<file path="src/ufr_pkg.sv">
/*
 Constants, carriers and states for the upstream fragment framer.
 Assumes one byte-stream clock shared by every user of the package.
*/
`default_nettype none
package ufr_pkg;
    localparam logic [7:0] FRAG_FC = 8'hc7;
    localparam logic [7:0] FRAG_ELEN = 8'h06;
    localparam logic [3:0] PRIV_TYPE = 4'h3;
    localparam logic [3:0] FRAG_VLEN = 4'h5;
    localparam logic [3:0] ELEM_VER = 4'h1;
    localparam logic [1:0] RESV_ZERO = 2'h0;
    localparam logic [15:0] CRC_BYTES = 16'h0004;
    localparam logic [15:0] FRAG_OVERHEAD = 16'h0010;
    localparam logic [3:0] HCS_HI = 4'ha;
    localparam logic [3:0] HDR_LAST = 4'hb;
    localparam logic [1:0] CRC_LAST = 2'h3;
    localparam logic [3:0] SF_TYPE_DN = 4'h5;
    localparam logic [3:0] SF_TYPE_UP = 4'h6;
    localparam logic [3:0] SF_LEN_ONE = 4'h1;
    localparam logic [3:0] SF_LEN_TWO = 4'h2;
    localparam logic [7:0] NO_SUPPRESS = 8'h00;
    localparam logic [7:0] OFS_FIRST = 8'h00;
    localparam logic [7:0] OFS_THIRTEENTH = 8'h0c;
    localparam int MIN_SUP_SIZE = 64;
    localparam logic [15:0] CRC16_POLY = 16'h1021;
    localparam logic [15:0] CRC16_INIT = 16'hffff;
    localparam logic [31:0] CRC32_POLY = 32'h04c11db7;
    localparam logic [31:0] CRC32_INIT = 32'hffffffff;
    localparam logic [7:0] REG_CTRL = 8'h00;
    localparam logic [7:0] REG_SF = 8'h04;
    localparam logic [7:0] REG_STATUS = 8'h08;
    localparam logic [7:0] REG_SEQ = 8'h0c;
    localparam logic [7:0] REG_SF_ELEM = 8'h10;
    typedef struct packed {
        logic [7:0] next_req;
        logic [3:0] key_seq;
        logic toggle;
        logic concat_en;
        logic privacy_on;
        logic frag_en;
    } ufr_ctrl_t;
    typedef struct packed {
        logic [6:0] active_grants;
        logic queue_ind;
        logic ugs_on;
        logic upstream;
        logic [7:0] suppression_index;
    } ufr_sfcfg_t;
    typedef struct packed {
        logic [7:0] frag_count;
        logic [3:0] seq;
        logic [1:0] resv;
        logic frag_active;
        logic busy;
    } ufr_status_t;
    typedef struct packed {
        logic [15:0] len;
        logic [7:0] req;
        logic [3:0] ver;
        logic key_mgmt;
        logic concat;
    } ufr_frame_t;
    typedef struct packed {
        logic [15:0] bytes;
        logic [13:0] service_flow_id;
    } ufr_grant_t;
    typedef enum logic [2:0] {
        ST_IDLE = 3'b000,
        ST_HDR = 3'b001,
        ST_DATA = 3'b010,
        ST_CRC = 3'b011,
        ST_PASS = 3'b100
    } ufr_state_t;
    localparam ufr_ctrl_t CTRL_RST = '0;
    localparam ufr_sfcfg_t SF_RST = '0;
    localparam logic [3:0] SEQ_RST = 4'h0;
endpackage
`default_nettype wire

</file>
<file path="src/ufr_crc.sv">
/*
 Byte-wide CRC engine, MSB first, generic polynomial and preset.
 Assumes the caller clears it before each covered span.
*/
`timescale 1ns/1ns
`default_nettype none
module ufr_crc #(
    parameter int WIDTH = 16,
    parameter logic [WIDTH-1:0] POLY = '0,
    parameter logic [WIDTH-1:0] INIT = '1
) (
    // Clock and reset
    input wire logic clock,
    input wire logic reset,
    // Feed
    input wire logic clear,
    input wire logic enable,
    input wire logic [7:0] data,
    // Result
    output logic [WIDTH-1:0] crc
);
    function automatic logic [WIDTH-1:0] step(input logic [WIDTH-1:0] c, input logic [7:0] d);
        logic [WIDTH-1:0] r;
        r = c;
        for (int i = 7; i >= 0; i--)
        begin
            if (r[WIDTH-1] ^ d[i])
                r = (r << 1) ^ POLY;
            else
                r = r << 1;
        end
        return r;
    endfunction

    always_ff @(posedge clock)
    begin
        if (reset || clear)
            crc <= INIT;
        else if (enable)
            crc <= step(crc, data);
    end
endmodule
`default_nettype wire

</file>
<file path="src/ufr_framer.sv">
/*
 Upstream fragment framer: splits a frame over partial grants, adds
 the fragment header, header check and per-piece CRC.
 Assumes the payload source presents a byte whenever asked and the
 grant source never grants less than the least fragment size.
*/
// The strobed register port and the address map were decided locally.
`timescale 1ns/1ns
`default_nettype none
// Functional notes
// RQ1: element opens with 4-bit type, 4-bit length
// RQ2: fragment element type 3, length 5
// RQ3: key seq, version 1, enable, toggle, 14-bit id (version is the frame's ver field while privacy is on)
// RQ4: 8-bit piggyback count then two zero bits
// RQ5: first flag first piece, last flag last
// RQ6: any start sequence, then plus one, wrapping
// RQ7: headend checks sequence steps by one
// RQ8: frame control type 11, parameter 00011
// RQ9: fragment when grant shorter than request
// RQ10: last piece request asks for next frame
// RQ11: fixed header, overhead sixteen bytes total
// RQ12: privacy element always, enable cleared when off
// RQ13: identifier equals triggering partial grant's
// RQ14: separate CRC appended to each piece
// RQ15: headend grants at least seventeen bytes
// RQ16: encryption starts byte one or thirteen
// RQ17: flow element type 5/6, one-byte index
// RQ18: no element or index zero: no suppression
// RQ19: suppression starts byte one up, thirteen down
// RQ20: packet CRC covers only sent bytes
// RQ21: optional queue bit and active grant count
// RQ22: suppression rules take at least 64 bytes
// RQ23: never concatenate key messages when all enabled
// RQ24: last flag when remainder plus overhead fits
module ufr_framer #(
    parameter int SUP_SIZE = 64
) (
    // Clock and reset
    input wire logic clock,
    input wire logic reset,
    // Register port
    input wire logic [7:0] reg_addr,
    input wire logic [31:0] reg_wdata,
    input wire logic reg_write,
    input wire logic reg_read,
    output logic [31:0] reg_rdata,
    // Frame descriptor
    input wire logic frame_valid,
    input wire ufr_pkg::ufr_frame_t frame_desc,
    output logic frame_busy,
    // Grant
    input wire logic grant_valid,
    input wire ufr_pkg::ufr_grant_t grant,
    // Payload in
    input wire logic in_valid,
    input wire logic [7:0] in_byte,
    output logic in_ready,
    // Burst out
    output logic out_valid,
    output logic [7:0] out_byte,
    // Side information
    output logic [7:0] enc_offset,
    output logic concat_allowed,
    output logic [23:0] sf_elem,
    output logic suppression_on,
    output logic [7:0] sup_offset
);
    ufr_pkg::ufr_ctrl_t ctrl;
    ufr_pkg::ufr_sfcfg_t sfcfg;
    ufr_pkg::ufr_status_t status;
    ufr_pkg::ufr_frame_t fr;
    ufr_pkg::ufr_state_t state, next_state;
    logic [3:0] seq_start;
    logic [3:0] hidx;
    logic [1:0] cidx;
    logic [15:0] remain;
    logic [15:0] chunk;
    logic [15:0] left;
    logic [13:0] service_flow_id;
    logic [7:0] req_f;
    logic [3:0] seq;
    logic [7:0] frag_count;
    logic first_f;
    logic last_f;
    logic frag_active;
    logic take_grant;
    logic take_byte;
    logic fits_whole;
    logic fits_last;
    logic [16:0] need_last;
    logic [15:0] next_chunk;
    logic [15:0] len_field;
    logic [3:0] ver_f;
    logic [7:0] hdr_byte;
    logic [15:0] header_check;
    logic [31:0] piece_crc;

    // Decisions on a grant
    assign take_grant = state == ufr_pkg::ST_IDLE && frame_busy && grant_valid;
    assign take_byte = in_valid && in_ready;
    assign fits_whole = !frag_active && grant.bytes >= remain;
    assign need_last = {1'b0, remain} + {1'b0, ufr_pkg::FRAG_OVERHEAD};
    assign fits_last = need_last <= {1'b0, grant.bytes}; // RQ24
    // Partial grant size is at least overhead plus one byte
    assign next_chunk = fits_last ? remain : grant.bytes - ufr_pkg::FRAG_OVERHEAD; // RQ15
    assign len_field = {8'h00, ufr_pkg::FRAG_ELEN} + chunk + ufr_pkg::CRC_BYTES;
    assign ver_f = ctrl.privacy_on ? fr.ver : ufr_pkg::ELEM_VER; // RQ12

    always_comb
    begin
        next_state = state;
        unique case (state)
            ufr_pkg::ST_IDLE:
            begin
                if (take_grant && fits_whole)
                    next_state = ufr_pkg::ST_PASS;
                else if (take_grant && (ctrl.frag_en || frag_active))
                    next_state = ufr_pkg::ST_HDR; // RQ9
            end
            ufr_pkg::ST_HDR:
            begin
                if (hidx == ufr_pkg::HDR_LAST)
                    next_state = ufr_pkg::ST_DATA;
            end
            ufr_pkg::ST_DATA:
            begin
                if (take_byte && left == 16'h0001)
                    next_state = ufr_pkg::ST_CRC;
            end
            ufr_pkg::ST_CRC:
            begin
                if (cidx == ufr_pkg::CRC_LAST)
                    next_state = ufr_pkg::ST_IDLE;
            end
            ufr_pkg::ST_PASS:
            begin
                if (take_byte && left == 16'h0001)
                    next_state = ufr_pkg::ST_IDLE;
            end
            default:
                next_state = ufr_pkg::ST_IDLE;
        endcase
    end

    // Fragment header, one byte per index
    always_comb
    begin
        unique case (hidx)
            4'h0: hdr_byte = ufr_pkg::FRAG_FC; // RQ8
            4'h1: hdr_byte = ufr_pkg::FRAG_ELEN; // RQ11
            4'h2: hdr_byte = len_field[15:8];
            4'h3: hdr_byte = len_field[7:0];
            4'h4: hdr_byte = {ufr_pkg::PRIV_TYPE, ufr_pkg::FRAG_VLEN}; // RQ1 RQ2
            4'h5: hdr_byte = {ctrl.key_seq, ver_f}; // RQ3
            4'h6: hdr_byte = {ctrl.privacy_on, ctrl.toggle, service_flow_id[13:8]}; // RQ12
            4'h7: hdr_byte = service_flow_id[7:0];
            4'h8: hdr_byte = req_f; // RQ4
            4'h9: hdr_byte = {ufr_pkg::RESV_ZERO, first_f, last_f, seq}; // RQ5
            4'ha: hdr_byte = ~header_check[15:8];
            4'hb: hdr_byte = ~header_check[7:0];
            default: hdr_byte = 8'h00;
        endcase
    end

    always_ff @(posedge clock)
    begin
        if (reset)
            state <= ufr_pkg::ST_IDLE;
        else
            state <= next_state;
    end

    always_ff @(posedge clock)
    begin
        if (reset || state != ufr_pkg::ST_HDR)
            hidx <= 4'h0;
        else
            hidx <= hidx + 4'h1;
    end

    always_ff @(posedge clock)
    begin
        if (reset || state != ufr_pkg::ST_CRC)
            cidx <= 2'h0;
        else
            cidx <= cidx + 2'h1;
    end

    // Frame ownership and progress
    always_ff @(posedge clock)
    begin
        if (reset)
        begin
            frame_busy <= 1'b0;
            fr <= '0;
            remain <= 16'h0000;
        end
        else if (!frame_busy && frame_valid)
        begin
            frame_busy <= 1'b1;
            fr <= frame_desc;
            remain <= frame_desc.len;
        end
        else
        begin
            if (take_byte)
                remain <= remain - 16'h0001;
            if ((state == ufr_pkg::ST_CRC && cidx == ufr_pkg::CRC_LAST && last_f)
                || (state == ufr_pkg::ST_PASS && take_byte && left == 16'h0001))
                frame_busy <= 1'b0;
        end
    end

    // Per-fragment fields, fixed at the grant
    always_ff @(posedge clock)
    begin
        if (reset)
        begin
            chunk <= 16'h0000;
            left <= 16'h0000;
            service_flow_id <= '0;
            req_f <= 8'h00;
            seq <= 4'h0;
            first_f <= 1'b0;
            last_f <= 1'b0;
            frag_active <= 1'b0;
            frag_count <= 8'h00;
        end
        else if (take_grant && next_state == ufr_pkg::ST_PASS)
            left <= remain;
        else if (take_grant && next_state == ufr_pkg::ST_HDR)
        begin
            chunk <= next_chunk;
            left <= next_chunk;
            service_flow_id <= grant.service_flow_id; // RQ13
            req_f <= fits_last ? ctrl.next_req : fr.req; // RQ10
            seq <= frag_active ? seq + 4'h1 : seq_start; // RQ6
            first_f <= !frag_active; // RQ5
            last_f <= fits_last; // RQ24
            frag_active <= 1'b1;
            frag_count <= frag_count + 8'h01;
        end
        else
        begin
            if (take_byte)
                left <= left - 16'h0001;
            if (state == ufr_pkg::ST_CRC && cidx == ufr_pkg::CRC_LAST && last_f)
                frag_active <= 1'b0;
        end
    end

    // Header check and piece CRC
    ufr_crc #(
        .WIDTH(16),
        .POLY(ufr_pkg::CRC16_POLY),
        .INIT(ufr_pkg::CRC16_INIT)
    ) u_hcs (
        .clock(clock),
        .reset(reset),
        .clear(take_grant),
        .enable(state == ufr_pkg::ST_HDR && hidx < ufr_pkg::HCS_HI),
        .data(hdr_byte),
        .crc(header_check)
    );

    // Only bytes actually sent are covered, one CRC per piece
    ufr_crc #(
        .WIDTH(32),
        .POLY(ufr_pkg::CRC32_POLY),
        .INIT(ufr_pkg::CRC32_INIT)
    ) u_piece_crc (
        .clock(clock),
        .reset(reset),
        .clear(take_grant), // RQ14
        .enable(state == ufr_pkg::ST_DATA && take_byte), // RQ20
        .data(in_byte),
        .crc(piece_crc)
    );

    ufr_sf_elem #(
        .SUP_SIZE(SUP_SIZE)
    ) u_sf (
        .clock(clock),
        .reset(reset),
        .cfg(sfcfg),
        .elem(sf_elem),
        .suppression_on(suppression_on),
        .sup_offset(sup_offset)
    );

    // Burst output
    always_ff @(posedge clock)
    begin
        if (reset)
        begin
            out_valid <= 1'b0;
            out_byte <= 8'h00;
            in_ready <= 1'b0;
        end
        else
        begin
            in_ready <= next_state == ufr_pkg::ST_DATA || next_state == ufr_pkg::ST_PASS;
            out_valid <= state == ufr_pkg::ST_HDR || state == ufr_pkg::ST_CRC || take_byte;
            if (state == ufr_pkg::ST_HDR)
                out_byte <= hdr_byte;
            else if (state == ufr_pkg::ST_CRC)
                out_byte <= ~piece_crc[8 * (3 - cidx) +: 8]; // RQ14
            else if (take_byte)
                out_byte <= in_byte;
        end
    end

    // Side information
    always_ff @(posedge clock)
    begin
        if (reset)
        begin
            enc_offset <= ufr_pkg::OFS_THIRTEENTH;
            concat_allowed <= 1'b0;
        end
        else
        begin
            enc_offset <= (frag_active || state == ufr_pkg::ST_HDR) ? ufr_pkg::OFS_FIRST
                : ufr_pkg::OFS_THIRTEENTH; // RQ16
            concat_allowed <= fr.concat && ctrl.concat_en && !(ctrl.frag_en
                && ctrl.privacy_on && fr.key_mgmt); // RQ23
        end
    end

    // Register port
    assign status = '{frag_count: frag_count, seq: seq, resv: 2'h0,
        frag_active: frag_active, busy: frame_busy};

    always_ff @(posedge clock)
    begin
        if (reset)
        begin
            ctrl <= ufr_pkg::CTRL_RST;
            sfcfg <= ufr_pkg::SF_RST;
            seq_start <= ufr_pkg::SEQ_RST;
        end
        else if (reg_write)
        begin
            if (reg_addr == ufr_pkg::REG_CTRL)
                ctrl <= ufr_pkg::ufr_ctrl_t'(reg_wdata[$bits(ufr_pkg::ufr_ctrl_t)-1:0]);
            if (reg_addr == ufr_pkg::REG_SF)
                sfcfg <= ufr_pkg::ufr_sfcfg_t'(reg_wdata[$bits(ufr_pkg::ufr_sfcfg_t)-1:0]);
            if (reg_addr == ufr_pkg::REG_SEQ)
                seq_start <= reg_wdata[3:0];
        end
    end

    always_ff @(posedge clock)
    begin
        if (reset || !reg_read)
            reg_rdata <= 32'h0000_0000;
        else
        begin
            unique case (reg_addr)
                ufr_pkg::REG_CTRL: reg_rdata <= 32'(ctrl);
                ufr_pkg::REG_SF: reg_rdata <= 32'(sfcfg);
                ufr_pkg::REG_STATUS: reg_rdata <= 32'(status);
                ufr_pkg::REG_SEQ: reg_rdata <= 32'(seq_start);
                ufr_pkg::REG_SF_ELEM: reg_rdata <= 32'(sf_elem);
                default: reg_rdata <= 32'h0000_0000;
            endcase
        end
    end

    // Checking helpers
    logic [3:0] seq_prev;
    logic [15:0] fcnt;
    always_ff @(posedge clock)
    begin
        if (reset)
        begin
            seq_prev <= 4'h0;
            fcnt <= 16'h0000;
        end
        else
        begin
            if (state == ufr_pkg::ST_CRC && cidx == ufr_pkg::CRC_LAST)
                seq_prev <= seq;
            if (take_grant)
                fcnt <= 16'h0000;
            else if (state == ufr_pkg::ST_HDR || state == ufr_pkg::ST_CRC || take_byte)
                fcnt <= fcnt + 16'h0001;
        end
    end
endmodule
`default_nettype wire

</file>
<file path="src/ufr_sf_elem.sv">
/*
 Service-flow element builder: suppression index and grant sync byte.
 Assumes configuration is held steady by software between packets.
*/
`timescale 1ns/1ns
`default_nettype none
module ufr_sf_elem #(
    parameter int SUP_SIZE = 64
) (
    // Clock and reset
    input wire logic clock,
    input wire logic reset,
    // Configuration
    input wire ufr_pkg::ufr_sfcfg_t cfg,
    // Element and suppression view
    output logic [23:0] elem,
    output logic suppression_on,
    output logic [7:0] sup_offset
);
    logic [3:0] ext_elem_type;
    logic [3:0] ext_elem_len;
    assign ext_elem_type = cfg.upstream ? ufr_pkg::SF_TYPE_UP : ufr_pkg::SF_TYPE_DN;
    assign ext_elem_len = (cfg.upstream && cfg.ugs_on) ? ufr_pkg::SF_LEN_TWO
        : ufr_pkg::SF_LEN_ONE;

    always_ff @(posedge clock)
    begin
        if (reset)
        begin
            elem <= '0;
            suppression_on <= 1'b0;
            sup_offset <= ufr_pkg::OFS_FIRST;
        end
        else
        begin
            elem <= {ext_elem_type, ext_elem_len, cfg.suppression_index,
                cfg.queue_ind, cfg.active_grants}; // RQ17 RQ21
            suppression_on <= cfg.suppression_index != ufr_pkg::NO_SUPPRESS; // RQ18
            sup_offset <= cfg.upstream ? ufr_pkg::OFS_FIRST : ufr_pkg::OFS_THIRTEENTH; // RQ19
        end
    end
endmodule
`default_nettype wire
</file>
<file path="config.mk">
export PLATFORM = sky130hd
export DESIGN_NAME = ufr_framer
export DESIGN_NICKNAME = d
export VERILOG_FILES = /design/src/ufr_pkg.sv /design/src/ufr_crc.sv /design/src/ufr_framer.sv /design/src/ufr_sf_elem.sv
export SDC_FILE = /design/constraint.sdc
export NUM_CORES = 1
export LEC_CHECK = 0
export BUFFER_PORTS_ARGS = -buffer_cell sky130_fd_sc_hd__buf_2
export CELL_PAD_IN_SITES_DETAIL_PLACEMENT = 1
export CELL_PAD_IN_SITES_GLOBAL_PLACEMENT = 1
export CORE_UTILIZATION = 43
export CTS_CLUSTER_DIAMETER = 80
export DETAILED_ROUTE_END_ITERATION = 6
export PLACE_DENSITY_LB_ADDON = 0.15
export SYNTH_ARGS = -nofsm -noshare
export SYNTH_HDL_FRONTEND = slang
export SYNTH_SLANG_ARGS = --single-unit
</file>
<file path="constraint.sdc">
create_clock -name clock -period 3.5 [get_ports clock]
set_input_delay 0.35 -clock clock [delete_from_list [all_inputs] [get_ports clock]]
set_output_delay 0.35 -clock clock [all_outputs]
set_load 0.03 [all_outputs]
</file>
# Word level (Yosys, flattened, before mapping)
# Cells that the tools add are included.
# op_classes
shift	1
order_cmp	3
bitwise_logic	36
n_mux	73
reduce_logical	49
n_eq_ne	26
n_addsub	11
# ops
cell	n
$mux W32	14
$mux W16	20
$mux W27	8
$pmux W24 S5	1
$not A14 Y14	8
$mux W13	8
$pmux W8 S12	1
$shiftx A32 B33 Y8	1
$mux W8	4
$sub A16 B1 Y16 const B	2
$not A3 Y3	8
$not A8 Y8	3
$logic_and A1 B1 Y1	21
$mux W3	6
$add A16 B5 Y17 const B	1
$le A17 B16 Y1	1
$add A16 B3 Y16 const B	1
$add A3 B16 Y16 const A	1
$eq A16 B1 Y1 const B	1
$eq A4 B3 Y1 const B	4
$eq A4 B4 Y1 const B	4
$eq A8 B4 Y1 const B	2
$ge A16 B16 Y1	1
$mux W4	4
other kinds (30)	74
# totals
ff_bits	279
word_cells	240
out_inout_bits	85
in_bits	115

# Depth between registers and ports, before layout
# logic_depth
depth_word	33
mapped_depth	17
ltp_nobuf	14

# By module
# From an unflattened synthesis, not the netlist that was laid out.
# hier_totals
cells_unflattened	1597
area_unflattened_um2	13716.9
# modules_own_cells
mod	cells_per_inst	instances	area_per_inst_um2	seq_area_each_um2
ufr_framer	1278	1	10094.7	3663.5
ufr_crc at u_piece_crc	178	1	2029.4	640.6
ufr_crc at u_hcs	81	1	900.9	320.3
ufr_sf_elem	60	1	691.9	440.4

# Worst setup path after synthesis
# OpenSTA, ideal clock, no wires.
# synth_path
kind	register to register
from	register remain[6]
to	register left[11]
n_path_buf	3
path_stages_with_launch	17
path_slack_ns	0.390
required_ns	3.369
setup_time_ns	0.131
synth_period_minus_slack_ns	3.110
arrival_time_ns	2.979
path_cell_list	dfxtp_1 > buf_4 > inv_2 > nor3_1 > and3_1 > nand3_1 > xnor2_1 > ha_1 > and4_1 > a21oi_1 > nor2_1 > o31ai_2 > nand2_1 > buf_4 > buf_6 > a211oi_1 > o32ai_1
# synth_via
elab_chain_len	9
elab_cells_between_ends	15
cone_classes	add/sub (1); order compare (2); eq/ne (2); mux (5); reduce/logical (5)
# synth_rtl
element	line_no	source
from (decl)	ufr_framer.sv:76	logic [15:0] remain;
from (signal assigned)	ufr_framer.sv:202	remain <= frame_desc.len;
from (signal assigned)	ufr_framer.sv:207	remain <= remain - 16'h0001;
branches (longest 9 deep; another with $add A16 B5 Y17)	--	
to (signal assigned)	ufr_framer.sv:230	left <= remain;
to (signal assigned)	ufr_framer.sv:234	left <= next_chunk;
to (signal assigned)	ufr_framer.sv:246	left <= left - 16'h0001;
to (decl)	ufr_framer.sv:78	logic [15:0] left;
# Several ways; the timed one is not identified.
# A chain may end at the register's enable or synchronous reset.

# Worst setup path after layout
# layout_path
from	register remain[14]
to	register left[15]
# Same word-level chain as after synthesis.

==> reports/metrics.cfg <==
[outcome]
status=finished, final reports clean

[clock_tree]
cts_made_buffers=29
cts_setup_buffers=0
cts.clk_slew.worst_paths_ps=60
cts_buffer_depth=3
clock_latency_ps=560
clock_sinks=250
cts_hold_buffers=0
ctsRootBufferMaster=clkbuf_16
cts_max_level=1
cts_tree=built
cts_resized=0

[critical_path]
startpoint_type=flip-flop
rr_startpoint=remain[14]
startpoint=remain[14]
cp.arrival_ps=3700
worst_setup_path_end_kind=flip-flop
cpLargestDelayFamily=simple AND/OR/NAND/NOR gates
cp_cell_sequence=inv_1, ha_1, nand4_1, nor3_1, nand4b_1, a41oi_2, nor2_4, or4_1, o2111a_1, a221oi_2
path_buf_inv=1
cpPeakStageDelay_ps=530
worstPathRequired_ps=3970
path_max_fanout=12
crit_type=flip-flop to flip-flop
critPathSlowestCell=or4_1

[yosys]
yosysTopAreaCell=dfxtp_1
synthAdderAreaFrac_pct=4.29
yosys.area_share.simple_pct=18.1
synth_xor_xnor_area_share_pct=11.1
syn-cell-area_mm2=0.0134
yosysTopAreaCellShare_pct=37.3
yosys_warnings=0
ys_types=85
synthTopCellsByArea=dfxtp_1 37%, xnor2_1 8.0%, nand2_1 6.9%, a21oi_1 4.8%, ha_1 4.3%
synth_seq_cells=250
synth_top_family_by_area=simple AND/OR/NAND/NOR gates
avgSynthCellArea_um2=8.50
synth_edf_count=0
async_flop_share_pct=0
syn_inst=1577
synth_compound_area_share_pct=17.7
synth-main-ff-cell=dfxtp_1
seq_area_frac_synth_pct=37.3
muxShareOfSynthArea_pct=5.30

[pwr]
clock_power_share_pct=43.6
p_sw_share_pct=26.8
p_leak_uw=0.00602
seqPwrFrac_pct=43.4
p_sw_uw=1820
vdd_ir_drop_max_mv=0.325
p_int_uw=4970
total_power_uw=6790
combPwrFrac_pct=13.0
p_per_area_mw_per_mm2=438

[job]
maxCapViolCount=0

[floorplanning]
die_h_um=179
core-area_mm2=0.0307
core.rowCount=64
io_pins=200
die_x_um=179
die-area_mm2=0.0319
floorplan.initialDensity_pct=43.7

[timing]
period_needed_ps=3240
hold_viol=0
worst_clock_skew_ps=22.1
maxSlewHeadroom_pct=33.4
setup_viol=0
post-route-period-util_pct=92.5
slew_viol_final=0
fin_ws_ps=263
rsz0062_at_grt=no
fmax_ghz=0.309
setup-tns-final_ps=0
worst_pin_slew_ps=999

[global_route]
antenna_found_initial=0
grt_max_degree=87
grt_overflow=0
grt_pass1_wl_um=66200
grt_pass1_vias=11802
track_usage_pct=26.7

[layout]
drive_gt1_share_pct=17.8
final_area_mm2=0.0155
multi_input_area_mm2=0.00771
diodes=0
seq_area_mm2=0.00500
final_core_util_pct=50.5
n_fill_cell=3647
layout.nets=1871
syn_to_final_growth_pct=15.5

[routing]
wire_per_inst_um=20.1
drt-pass1-iter-count=6
vias_per_cell=5.59
detail-route-antenna-nets=0
vias=11895
drt_iter0_drc=725
drc=0
wl_um=42700

[placement]
place_area_mm2=0.0146
place.gp.congestion=0.878
place_ws_ps=323
io_buffers=159
dp_hpwl_um=31400

[worst_hold_path]
hp-class=input pin to flip-flop
min_from=frame_desc[15]

==> cells by family (layout without fill, tap and decap cells) <==
kind of cell	Yosys count	count (layout)
buf+inv	178	307
simple gates	522	522
compound gates	360	360
xor+xnor	161	161
mux	59	59
fa+ha+maj	46	46
other cells	1	26
flops	250	250
==> cells in the mapped netlist (12+ instances only) <==
cell / count
o22ai_1: 13
a311oi_1: 12
a21oi_1: 129
o211ai_1: 37
and2_1: 12
o21ai_0: 53
xnor2_1: 122
nor4_1: 13
nor2_1: 104
a222oi_1: 15
mux2_2: 16
ha_1: 46
xor2_1: 31
nand2_1: 247
buf_4: 33
nand3_1: 22
nor2b_1: 25
nand2b_1: 14
inv_1: 49
nor3_1: 23
clkbuf_1: 73
a211oi_1: 22
mux2i_1: 35
dfxtp_1: 250
==> cell type report <==
type	count	share of cell area [%]
Sequential cell	250	32.3
Inverter	50	1.21
Clock inverter	9	0.501
Timing Repair Buffer	205	7.54
Multi-Input combinational cell	1174	49.8
Clock buffer	43	5.48
Tap cell	396	3.20
==> layer usage <==
metal / GRT usage [%] / wire, um
met3: 3.92 / 2220
met2: 45.1 / 20300
met4: 6.99 / 954
met1: 35.4 / 19200
met5: 0 / 0
==> layout by cell type (no fill, tap or decap), types with 45 or more instances in the layout <==
master / n
inv_1: 49
o21ai_0: 53
nor2_1: 104
a21oi_1: 129
xnor2_1: 122
dfxtp_1: 250
ha_1: 46
buf_4: 45
buf_2: 158
nand2_1: 247
==> tightest hold or removal path: stages <==
cell     delay, ps
buf_2          100
nand2_1         50
a21oi_1         50
==> registers in the layout, indices dropped and copies added, names as in the netlist, 8 cells and up <==
| register | cells |
|---|---|
| frag_count | 8 |
| fr | 14 |
| ctrl | 16 |
| left | 16 |
| out_byte | 8 |
| reg_rdata | 21 |
| chunk | 16 |
| req_f | 8 |
| service_flow_id | 14 |
| u_hcs.crc | 16 |
| u_piece_crc.crc | 32 |
| u_sf.elem | 21 |
| sfcfg | 18 |
| remain | 16 |
==> per-stage QoR <==
| stage | hold WS, ps | std cells |
|---|---|---|
| 4_1_cts | 9.89 | 2127 |
| 3_5_place_dp | 442 | 2075 |
| 5_1_grt | 25.3 | 2127 |
| 2_1_floorplan | 431 | 1602 |
| 3_3_place_gp | 439 | 2075 |
| 6_report | 24.0 | 2127 |
==> power groups by stage <==
stage	registers [uW]	clock network, uW	logic (uW)
after floorplan	3010	0	600
after global placement	3000	0	856
after detailed placement	3010	0	872
after CTS	2940	3020	881
after global routing	2950	3140	962
final	2940	2960	882
==> worst paths after layout <==
| path | endpoint | slack [ps] | cells after the start |
|---|---|---|---|
| setup / recovery | left[15] | 260 | 10 |
| hold / removal | remain[1] | 20 | 3 |
| setup reg to reg | left[15] | 260 | 10 |
| hold reg to reg | service_flow_id[13] | 450 | 2 |
(Power assumes the default switching activity.)
